### config.mk
export PLATFORM = sky130hd
export DESIGN_NAME = msss_top
export DESIGN_NICKNAME = d
export VERILOG_FILES = /design/src/hdl/msss_pkg.sv /design/src/hdl/msss_tmr_if.sv /design/src/hdl/msss_delay_timer.sv /design/src/hdl/msss_top.sv
export SDC_FILE = /design/constraint.sdc
export NUM_CORES = 1
export LEC_CHECK = 0
export ABC_AREA = 1
export BUFFER_PORTS_ARGS = -buffer_cell sky130_fd_sc_hd__clkbuf_2
export CORE_MARGIN = 4
export CORE_UTILIZATION = 40
export DETAILED_ROUTE_END_ITERATION = 10
export MAX_ROUTING_LAYER = met4
export PLACE_DENSITY = 0.67
export SYNTH_ARGS = -nofsm -noshare
export SYNTH_HDL_FRONTEND = slang
export SYNTH_SLANG_ARGS = --single-unit
### constraint.sdc
create_clock -name clock -period 9.8 [get_ports clock]
set_clock_uncertainty 0.2 [all_clocks]
set_input_delay 0 -clock clock [delete_from_list [all_inputs] [get_ports clock]]
set_output_delay 0 -clock clock [all_outputs]
set_load 0.01 [all_outputs]
### src/hdl/msss_pkg.sv
package msss_pkg;
	// =====================================
	// Register map (byte addresses)
	localparam logic [7:0] ADDR_CTRL = 8'h00;
	localparam logic [7:0] ADDR_STATUS = 8'h04;
	localparam logic [7:0] ADDR_THR = 8'h08;
	localparam logic [7:0] ADDR_BEMF = 8'h0C;
	// =====================================
	// Control word fields
	localparam int CTRL_JITTER = 0;
	localparam int CTRL_STAB_LSB = 1;
	localparam int CTRL_FULLDUTY = 4;
	localparam int CTRL_ARM_LSB = 5;
	localparam int CTRL_SMP_LSB = 8;
	localparam logic [31:0] CTRL_RST = 32'h0000_0000;
	// Threshold word fields
	localparam int THR_WORK_LSB = 0;
	localparam int THR_NV_LSB = 4;
	localparam logic [3:0] THR_RST = 4'h0;
	localparam logic [3:0] NV_THR_RST = 4'h0;
	// =====================================
	// Timing
	localparam int CLK_MHZ = 250;
	localparam int UV_TIME_S = 15;
	localparam logic [31:0] UV_CYCLES = 32'(64'(UV_TIME_S) * 64'd1000000 * 64'(CLK_MHZ));
	localparam int SAMPLE_US [16] = '{88, 132, 175, 219, 307, 395, 482, 570,
		658, 746, 833, 921, 1009, 1097, 1184, 1272};
	localparam int STAB_US [8] = '{1000, 2000, 4000, 8000, 16000, 32000, 64000, 128000};
	localparam int AVG_DEPTH = 4;
	// =====================================
	// Coil current modes
	typedef enum logic [1:0] {
		COIL_HOLD = 2'h0,
		COIL_RUN = 2'h1,
		COIL_FREEZE = 2'h2,
		COIL_OFF = 2'h3
	} msss_coil_t;
	// Supervisor states
	typedef enum logic [3:0] {
		ST_HOLD = 4'h1,
		ST_RUN = 4'h2,
		ST_STAB = 4'h4,
		ST_SHUT = 4'h8
	} msss_state_t;
endpackage

### src/hdl/msss_tmr_if.sv
`timescale 1ns/100ps
interface msss_tmr_if;
	logic start;
	logic clr;
	logic [31:0] load;
	logic busy;
	logic done;
	modport ctl (output start, output clr, output load, input busy, input done);
	modport tmr (input start, input clr, input load, output busy, output done);
endinterface // msss_tmr_if

### src/hdl/msss_delay_timer.sv
`timescale 1ns/100ps
module msss_delay_timer (
	input wire logic clock,
	input wire logic nrst,
	msss_tmr_if.tmr t
);
	typedef struct packed {
		logic [31:0] cnt;
		logic busy;
		logic done;
	} msss_tmr_st_t;
	msss_tmr_st_t q, d;

	always_comb begin
		d = q;
		d.done = 1'b0;
		if (t.clr) begin
			d.busy = 1'b0;
		end else if (t.start) begin
			// A zero load still waits one cycle
			d.cnt = (t.load == 32'h0000_0000) ? 32'h0000_0001 : t.load;
			d.busy = 1'b1;
		end else if (q.busy) begin
			if (q.cnt == 32'h0000_0001) begin
				d.busy = 1'b0;
				d.done = 1'b1;
			end else begin
				d.cnt = q.cnt - 32'h0000_0001;
			end
		end
	end

	always_ff @(posedge clock or negedge nrst) begin
		if (!nrst) begin
			q <= '0;
		end else begin
			q <= d;
		end
	end

	assign t.busy = q.busy;
	assign t.done = q.done;
endmodule // msss_delay_timer

### src/hdl/msss_top.sv
// Functional notes
// Jitter bit selects fixed or jittered PWM
// Motion start switches hold to run current
// Freeze currents, stabilise, then hold at target
// Stabilisation time has eight programmable values
// Bridge voltage drop opens that bridge
// Full duty longer than 1/Vmin: open coil (code: timed only in ST_HOLD)
// Thermal, long undervoltage or defect: shutdown
// Shutdown: bridges off, target takes actual (code: copy only when autarkic is low)
// Leave shutdown on status read, causes gone
// Bus lost in shutdown: sleep at once
// Master limits repeated failing status reads
// Averaged back-emf below threshold sets stall
// Evaluate stall only at maximum velocity
// Stall: hard stop, step-loss, stall, copy position
// Two-phase stall: second phase after stabilisation
// Full read clears step-loss and stall flags
// Short read clears only step-loss
// Four-bit threshold, zero disables, command writable
// Reset loads nonvolatile threshold into working
// Zero crossing starts sample delay, 88-1272 us
// Arm after ramp plus extra full steps
// Three-bit arm code equals full steps
// Bit enables stall check at full duty
// Faults clear only after read and recovery
// All timers on system clock, reset cleared
`timescale 1ns/100ps
module msss_top #(
	parameter int CYC_PER_US = msss_pkg::CLK_MHZ,
	parameter logic [31:0] UV_CYCLES = msss_pkg::UV_CYCLES,
	parameter logic [3:0] NV_THR_RESET = msss_pkg::NV_THR_RST
) (
	input wire logic clock,
	input wire logic nrst,
	// AHB-Lite slave
	input wire logic hsel,
	input wire logic [31:0] haddr,
	input wire logic [1:0] htrans,
	input wire logic hwrite,
	input wire logic [2:0] hsize,
	input wire logic [31:0] hwdata,
	input wire logic hready,
	output logic [31:0] hrdata,
	output logic hreadyout,
	output logic hresp,
	// Analog comparators, asynchronous
	input wire logic thermalShutdownIn,
	input wire logic undervoltageLevelTwo,
	input wire logic bridgeDropX,
	input wire logic bridgeDropY,
	input wire logic fullDutyX,
	input wire logic fullDutyY,
	input wire logic zeroCross,
	// Back-emf converter result, system clock domain
	input wire logic [7:0] bemfValue,
	// Position controller, system clock domain
	input wire logic motionStart,
	input wire logic running,
	input wire logic accelDone,
	input wire logic atMaxVelocity,
	input wire logic decelDone,
	input wire logic fullStep,
	input wire logic twoPhaseMove,
	input wire logic autarkic,
	input wire logic [31:0] minVelPeriod,
	// Protocol handler, system clock domain
	input wire logic shortStatusReadCmd,
	input wire logic fullStatusReadCmd,
	input wire logic stallParamWriteCmd,
	input wire logic nonvolatileParamWriteCmd,
	input wire logic [3:0] cmdThreshold,
	input wire logic linLost,
	// Outputs
	output logic pwmJitterEnable,
	output logic [1:0] coilMode,
	output logic bridgeEnX,
	output logic bridgeEnY,
	output logic newOrderAllowed,
	output logic hardStopReq,
	output logic copyCounterToActual,
	output logic copyActualToTarget,
	output logic loadHoldAtTarget,
	output logic startSecondPhase,
	output logic sleepReq,
	output logic [8:0] statusFlags
);
	typedef struct packed {
		logic [6:0] sync1;
		logic [6:0] sync2;
		logic zcPrev;
		logic wrAct;
		logic [7:0] wrAddr;
		logic [31:0] rdata;
		logic [31:0] ctrl;
		logic [3:0] thr;
		logic [3:0] nvThr;
		logic porDone;
		msss_pkg::msss_state_t state;
		logic [1:0] coil;
		logic enX;
		logic enY;
		logic [3:0][7:0] hist;
		logic [7:0] avg;
		logic cmpPend;
		logic [2:0] stepCnt;
		logic stepLoss;
		logic stall;
		logic absolute_stall_flag;
		logic elDef;
		logic offX;
		logic offY;
		logic uvLong;
		logic tsd;
		logic pendSecond;
		logic uvArm;
		logic openArm;
		logic hardStop;
		logic copyCnt;
		logic copyTag;
		logic loadHold;
		logic startSecond;
		logic sleep;
		logic [8:0] status;
	} msss_top_st_t;
	msss_top_st_t q, d;

	msss_tmr_if smpT ();
	msss_tmr_if stabT ();
	msss_tmr_if uvT ();
	msss_tmr_if openT ();

	// =====================================
	// Timers
	msss_delay_timer uSmp (.clock(clock), .nrst(nrst), .t(smpT.tmr));
	msss_delay_timer uStab (.clock(clock), .nrst(nrst), .t(stabT.tmr));
	msss_delay_timer uUv (.clock(clock), .nrst(nrst), .t(uvT.tmr));
	msss_delay_timer uOpen (.clock(clock), .nrst(nrst), .t(openT.tmr));

	logic tsdS, uvS, dropXS, dropYS, fdS, zcS;
	logic readAny, cause, armed, evalOk, stallHit;
	logic [3:0] smpCode;
	logic [2:0] stabCode, armCode;
	logic [9:0] sumNew;

	always_comb begin
		tsdS = q.sync2[6];
		uvS = q.sync2[5];
		dropXS = q.sync2[4];
		dropYS = q.sync2[3];
		fdS = q.sync2[2] | q.sync2[1];
		zcS = q.sync2[0];
		readAny = shortStatusReadCmd | fullStatusReadCmd;
		smpCode = q.ctrl[msss_pkg::CTRL_SMP_LSB +: 4];
		stabCode = q.ctrl[msss_pkg::CTRL_STAB_LSB +: 3];
		armCode = q.ctrl[msss_pkg::CTRL_ARM_LSB +: 3];
		cause = tsdS | q.uvLong | q.elDef;
		armed = running & accelDone & (q.stepCnt == armCode);
		evalOk = armed & atMaxVelocity & (q.thr != 4'h0)
			& (q.ctrl[msss_pkg::CTRL_FULLDUTY] | ~fdS);
		stallHit = q.cmpPend & evalOk & (q.state == msss_pkg::ST_RUN)
			& (q.avg < {q.thr, 4'h0});
		sumNew = 10'(bemfValue) + 10'(q.hist[0]) + 10'(q.hist[1]) + 10'(q.hist[2]);

		// Timer controls
		smpT.start = zcS & ~q.zcPrev;
		smpT.clr = 1'b0;
		smpT.load = 32'(msss_pkg::SAMPLE_US[smpCode] * CYC_PER_US);
		stabT.clr = 1'b0;
		stabT.load = 32'(msss_pkg::STAB_US[stabCode] * CYC_PER_US);
		stabT.start = 1'b0;
		uvT.clr = ~uvS;
		uvT.start = uvS & ~q.uvArm;
		uvT.load = UV_CYCLES;
		openT.clr = ~(fdS & (q.state == msss_pkg::ST_HOLD));
		openT.start = fdS & (q.state == msss_pkg::ST_HOLD) & ~q.openArm;
		openT.load = minVelPeriod;

		d = q;
		d.hardStop = 1'b0;
		d.copyCnt = 1'b0;
		d.copyTag = 1'b0;
		d.loadHold = 1'b0;
		d.startSecond = 1'b0;
		d.sleep = 1'b0;
		d.cmpPend = 1'b0;
		d.sync1 = {thermalShutdownIn, undervoltageLevelTwo, bridgeDropX, bridgeDropY,
			fullDutyX, fullDutyY, zeroCross};
		d.sync2 = q.sync1;
		d.zcPrev = zcS;
		d.uvArm = uvS;
		d.openArm = ~openT.clr;

		// =====================================
		// Bus slave: zero wait states, read data registered in address phase
		d.wrAct = hsel & htrans[1] & hready & hwrite;
		d.wrAddr = haddr[7:0];
		if (hsel & htrans[1] & hready & ~hwrite) begin
			case (haddr[7:0])
				msss_pkg::ADDR_CTRL: d.rdata = q.ctrl;
				msss_pkg::ADDR_STATUS: d.rdata = {19'h0, q.state, q.status};
				msss_pkg::ADDR_THR: d.rdata = {24'h0, q.nvThr, q.thr};
				msss_pkg::ADDR_BEMF: d.rdata = {24'h0, q.avg};
				default: d.rdata = 32'h0000_0000;
			endcase
		end
		if (q.wrAct) begin
			case (q.wrAddr)
				msss_pkg::ADDR_CTRL: d.ctrl = hwdata;
				msss_pkg::ADDR_THR: begin
					d.thr = hwdata[msss_pkg::THR_WORK_LSB +: 4];
					d.nvThr = hwdata[msss_pkg::THR_NV_LSB +: 4];
				end
				default: d.wrAddr = q.wrAddr;
			endcase
		end
		// Commands from the bus handler win over a simultaneous register write
		if (stallParamWriteCmd) begin
			d.thr = cmdThreshold;
		end
		if (nonvolatileParamWriteCmd) begin
			d.nvThr = cmdThreshold;
		end
		// First cycle after reset release copies the stored threshold
		if (!q.porDone) begin
			d.thr = q.nvThr;
			d.porDone = 1'b1;
		end

		// =====================================
		// Fault flags: a read clears only once the condition is gone, set wins
		if (readAny & ~tsdS) begin
			d.tsd = 1'b0;
		end
		if (readAny & ~uvS) begin
			d.uvLong = 1'b0;
		end
		if (readAny & ~dropXS & ~dropYS & ~fdS) begin
			d.elDef = 1'b0;
			d.offX = 1'b0;
			d.offY = 1'b0;
		end
		if (tsdS) begin
			d.tsd = 1'b1;
		end
		if (uvT.done) begin
			d.uvLong = 1'b1;
		end
		if (dropXS) begin
			d.offX = 1'b1;
			d.elDef = 1'b1;
		end
		if (dropYS) begin
			d.offY = 1'b1;
			d.elDef = 1'b1;
		end
		if (openT.done) begin
			d.elDef = 1'b1;
		end

		// =====================================
		// Motion detection
		if (!running || !accelDone) begin
			d.stepCnt = 3'h0;
		end else if (fullStep && q.stepCnt != armCode) begin
			d.stepCnt = q.stepCnt + 3'h1;
		end
		if (smpT.done) begin
			d.hist = {q.hist[2:0], bemfValue};
			d.avg = sumNew[9:2];
			d.cmpPend = 1'b1;
		end
		// Step-loss clears on any read, stall flags only on a full read
		if (readAny) begin
			d.stepLoss = 1'b0;
		end
		if (fullStatusReadCmd) begin
			d.stall = 1'b0;
			d.absolute_stall_flag = 1'b0;
		end
		if (stallHit) begin
			d.stall = 1'b1;
			d.absolute_stall_flag = 1'b1;
			d.stepLoss = 1'b1;
			d.hardStop = 1'b1;
			d.copyCnt = 1'b1;
			if (twoPhaseMove) begin
				d.pendSecond = 1'b1;
			end
		end

		// =====================================
		// Coil current sequencing and shutdown
		case (q.state)
			msss_pkg::ST_HOLD: begin
				if (motionStart) begin
					d.state = msss_pkg::ST_RUN;
					d.coil = msss_pkg::COIL_RUN;
				end
			end
			msss_pkg::ST_RUN: begin
				if (decelDone | stallHit) begin
					d.state = msss_pkg::ST_STAB;
					d.coil = msss_pkg::COIL_FREEZE;
					stabT.start = 1'b1;
				end
			end
			msss_pkg::ST_STAB: begin
				if (stabT.done) begin
					d.state = msss_pkg::ST_HOLD;
					d.coil = msss_pkg::COIL_HOLD;
					d.loadHold = 1'b1;
					if (q.pendSecond) begin
						d.startSecond = 1'b1;
						d.pendSecond = 1'b0;
					end
				end
			end
			msss_pkg::ST_SHUT: begin
				if (linLost) begin
					d.sleep = 1'b1;
				end
				if (readAny & ~cause) begin
					d.state = msss_pkg::ST_HOLD;
					d.coil = msss_pkg::COIL_HOLD;
				end
			end
			default: begin
				d.state = msss_pkg::ST_HOLD;
				d.coil = msss_pkg::COIL_HOLD;
			end
		endcase
		if (cause && q.state != msss_pkg::ST_SHUT) begin
			d.state = msss_pkg::ST_SHUT;
			d.coil = msss_pkg::COIL_OFF;
			d.copyTag = ~autarkic;
			d.pendSecond = 1'b0;
			stabT.clr = 1'b1;
		end
		// An opened bridge stays off until a read clears its flag; a shutdown exit waits for that
		d.enX = (d.state != msss_pkg::ST_SHUT) & ~d.offX;
		d.enY = (d.state != msss_pkg::ST_SHUT) & ~d.offY;
		d.status = {d.state == msss_pkg::ST_SHUT, d.offY, d.offX, d.uvLong, d.tsd,
			d.elDef, d.absolute_stall_flag, d.stall, d.stepLoss};
	end

	always_ff @(posedge clock or negedge nrst) begin
		if (!nrst) begin
			q <= '0;
			q.ctrl <= msss_pkg::CTRL_RST;
			q.thr <= msss_pkg::THR_RST;
			q.nvThr <= NV_THR_RESET;
			q.state <= msss_pkg::ST_HOLD;
			q.coil <= msss_pkg::COIL_HOLD;
			q.enX <= 1'b1;
			q.enY <= 1'b1;
		end else begin
			q <= d;
		end
	end

	// =====================================
	// Outputs
	assign hrdata = q.rdata;
	assign hreadyout = 1'b1;
	assign hresp = 1'b0;
	assign pwmJitterEnable = q.ctrl[msss_pkg::CTRL_JITTER];
	assign coilMode = q.coil;
	assign bridgeEnX = q.enX;
	assign bridgeEnY = q.enY;
	assign newOrderAllowed = (q.state == msss_pkg::ST_HOLD);
	assign hardStopReq = q.hardStop;
	assign copyCounterToActual = q.copyCnt;
	assign copyActualToTarget = q.copyTag;
	assign loadHoldAtTarget = q.loadHold;
	assign startSecondPhase = q.startSecond;
	assign sleepReq = q.sleep;
	assign statusFlags = q.status;
endmodule // msss_top

==> metrics.cfg <==
[synth]
ys_ff_latch = 293
synth_edf_count = 0
ys_types = 62
synth_flop_cell = dfrtp_1
synth-seq-area-share_pct = 34.4
syn_inst = 2817
syn_area_um2 = 21300
yosysWarnings = 0
syn_avg_cell_area_um2 = 7.57
synthTopCellsByArea = dfrtp_1 (34%), nand2_1 (11%), ha_1 (7.6%)
async_reset_ff_share_pct = 100
yosys.area.top_type = dfrtp_1
synth_top_area_share_pct = 34.0

[route]
drc = 0
avgRoutedWirePerCell_um = 15.3
routed_wl_mm = 57.6
num_vias = 19200
viasPerCell = 5.10
drt_iter0_markers = 1393
drtPass1Iterations = 5
ant_nets = 0

[timing]
fmax_mhz = 155
hold_ws_ps = -25.6
rsz0062_at_grt = false
slew-limit-headroom_pct = 34.5
hold_violations = 29
slew_violations = 0
setup_ws_ps = 3340
fin_setup_tns_ps = 0
finalCriticalPeriod_ps = 6460
finalCritPeriodShare_pct = 66.0
max_slew.worst_pin.slew_ps = 982
setup-violations-final = 0

[power_and_ir_drop]
ir_drop_mv = 0.141
p_leak_nw = 12.6
pwr-share-clk_pct = 25.2
pwr-share-seq_pct = 29.3
swShare_pct = 42.5
p_comb_share_pct = 45.4
power_density_nw_per_um2 = 216
power_mw = 5.38
switchingPower_mw = 2.29
p_int_mw = 3.10

[cts]
ctsHtreeMaxLevel = 2
clockBufferDepth = 3
cts_root_buf = clkbuf_16
cts_buffers = 35
cts_tree = yes
clock_latency_ps = 560
clock_sinks = 293
clkSlewWorstSetupHoldPaths_ps = 60

[min_path]
min_path_type = primary input to async pin

[critical_path]
path_buf_inv = 7
reg2reg_slack_ps = 3340
path_common_cell = inv_1
endpoint_kind = flop
path_delay_family = adder cells
path_max_fanout = 8
path_class = flop to flop
path_cells = inv_1, ha_1, nor3_1, inv_1, nand2_1, a221oi_1, inv_1, fa_1, fa_1, inv_1, fa_1, inv_1, fa_1, inv_1, ha_1, a21oi_1, o21ai_0, inv_1, nand2_1, xnor2_1, nand3_1, nor2_1, nand4_1, a21oi_1
cp.arrival_ps = 6740
critPathRequiredTime_ps = 10080
max_stage_delay_ps = 740
start_kind = flop
cp_slowest_cell = a221oi_1

[grt]
grt_pass1_vias = 18700
grt-ovfl-total = 0
grt_usage_pct = 20.8
grt_pass1_wl_mm = 94.7
grt_max_degree = 166
antenna_found_initial = 9

[die]
rows = 84
die_h_um = 239
die_area_um2 = 57100
die_w_um = 239
core_area_um2 = 52700
initial_utilization_pct = 40.5
io_pins = 193

[placed_design]
gp_congestion = 0.909
dpl.hpwl_mm = 42.3
pre_cts_slack_ps = 3320
io_buffers = 162
placedInstanceArea_um2 = 22400

[layout]
fin_util_pct = 47.4
area_delta_synth_final_pct = 17.0
design_area_um2 = 24900
drive_above_1_share_pct = 10.9
nNetsFinal = 3379

[run_status]
violations = hold timing
status = finished with violations

[job]
max-cap-violations = 0

## what timing repair did
item / CTS / global route
gates resized for setup: 0 / 0
setup buffers: 0 / 0
hold buffers: 134 / 0
endpoints found under the hold margin: 278 / 0
setup endpoints to repair: 0 / 0
## kinds of logic (layout without fill, tap and decap cells)
| family | after synthesis | count (layout) | share of synthesized area (%) |
|---|---|---|---|
| xor gates and xnor gates | 66 | 66 | 2.71 |
| adders and majority gates | 194 | 194 | 13.7 |
| other | 2 | 13 | 0.0352 |
| DFF | 293 | 293 | 34.4 |
| and+or+nand+nor | 1290 | 1290 | 26.3 |
| buffers and inverters | 518 | 768 | 10.4 |
| AOI/OAI and AO/OA | 434 | 434 | 11.5 |
| muxes | 20 | 20 | 1.06 |
## routing by layer
layer | vias up | GRT usage [%] | wire (µm)
li1 | 9560 | - | -
met1 | 9020 | 27.9 | 26300
met2 | 540 | 32.5 | 25700
met3 | 98 | 3.67 | 3890
met4 | 0 | 6.10 | 1690
met5 | - | - | 0
## worst paths after layout
kind	to	startpoint	cells after the start
max	uSmp.q[2]	q[96]	24
min	hrdata[8]	nrst	2
max reg2reg	uSmp.q[2]	q[96]	24
min reg2reg	dropXS	d[165]	0
max in group asynchronous	uUv.q[32]	nrst	3
min in group clock	q[117]	hwdata[30]	3
## cell usage in the layout, fill, tap and decap left out, drive strengths merged, types with 8 or more instances in the layout
cell type	count
nand3	155
nor2	351
o22ai	17
dlygate4sd3	134
o211ai	8
xor2	46
diode	8
fa	65
a31oi	17
nand3b	11
mux2	20
nor3	47
ha	129
nor4	21
a22oi	25
inv	404
dfrtp	290
a21oi	147
nand4	50
xnor2	20
clkbuf	202
or2	16
a21o	8
clkinv	15
o21ai	181
nand2	628
## power groups by stage
stage / Sequential [mW] / Clock, mW / Combinational [mW]
floorplan: 1.54 / 0 / 1.87
global placement: 1.59 / 0 / 2.34
detailed placement: 1.59 / 0 / 2.37
CTS: 1.57 / 1.39 / 2.43
global route: 1.60 / 1.44 / 2.81
finish: 1.58 / 1.36 / 2.45
## layout make-up
cell class / instances / area [µm²]
fillers: 5172 / 27700
multi-input cells: 2009 / 11800
flip-flops and latches: 293 / 7340
repair buffers: 302 / 2220
inverters: 406 / 1530
clock buffers: 41 / 948
well taps: 688 / 861
clock inverters: 19 / 240
diodes: 8 / 20.0
## synth_stat cells (25+ instances only)
| library cell | instances |
|---|---|
| nand2_1 | 612 |
| inv_1 | 391 |
| nor2_1 | 326 |
| dfrtp_1 | 290 |
| o21ai_0 | 162 |
| nand3_1 | 154 |
| a21oi_1 | 143 |
| ha_1 | 129 |
| fa_1 | 65 |
| nand4_1 | 50 |
| buf_4 | 49 |
| xor2_1 | 46 |
| nor3_1 | 43 |
| clkbuf_1 | 30 |
| a22oi_1 | 25 |
## worst reg2reg max path: cells and delay by family (launching register included)
kind	cells	cell delay, ps
adders and majority gates	6	2670
AOI/OAI and AO/OA	4	1360
buffers and inverters	7	910
and+or+nand+nor	6	610
DFF	1	430
xor gates and xnor gates	1	190
## per-stage QoR
stage	hold WS (ps)	std cells
2_1_floorplan	-496	2820
3_3_place_gp	-90.5	3564
3_5_place_dp	-89.1	3564
4_1_cts	3.27	3758
5_1_grt	27.7	3766
6_report	-25.6	3766
## registers in the layout, indices dropped and copies added (netlist names), 2 cells and up
| name | count |
|---|---|
| armCode | 3 |
| q | 93 |
| hrdata | 32 |
| uStab.q | 32 |
| coilMode | 2 |
| uOpen.q | 32 |
| uSmp.q | 32 |
| statusFlags | 8 |
| uUv.q | 32 |
| d | 9 |
(Power assumes the default switching activity.)
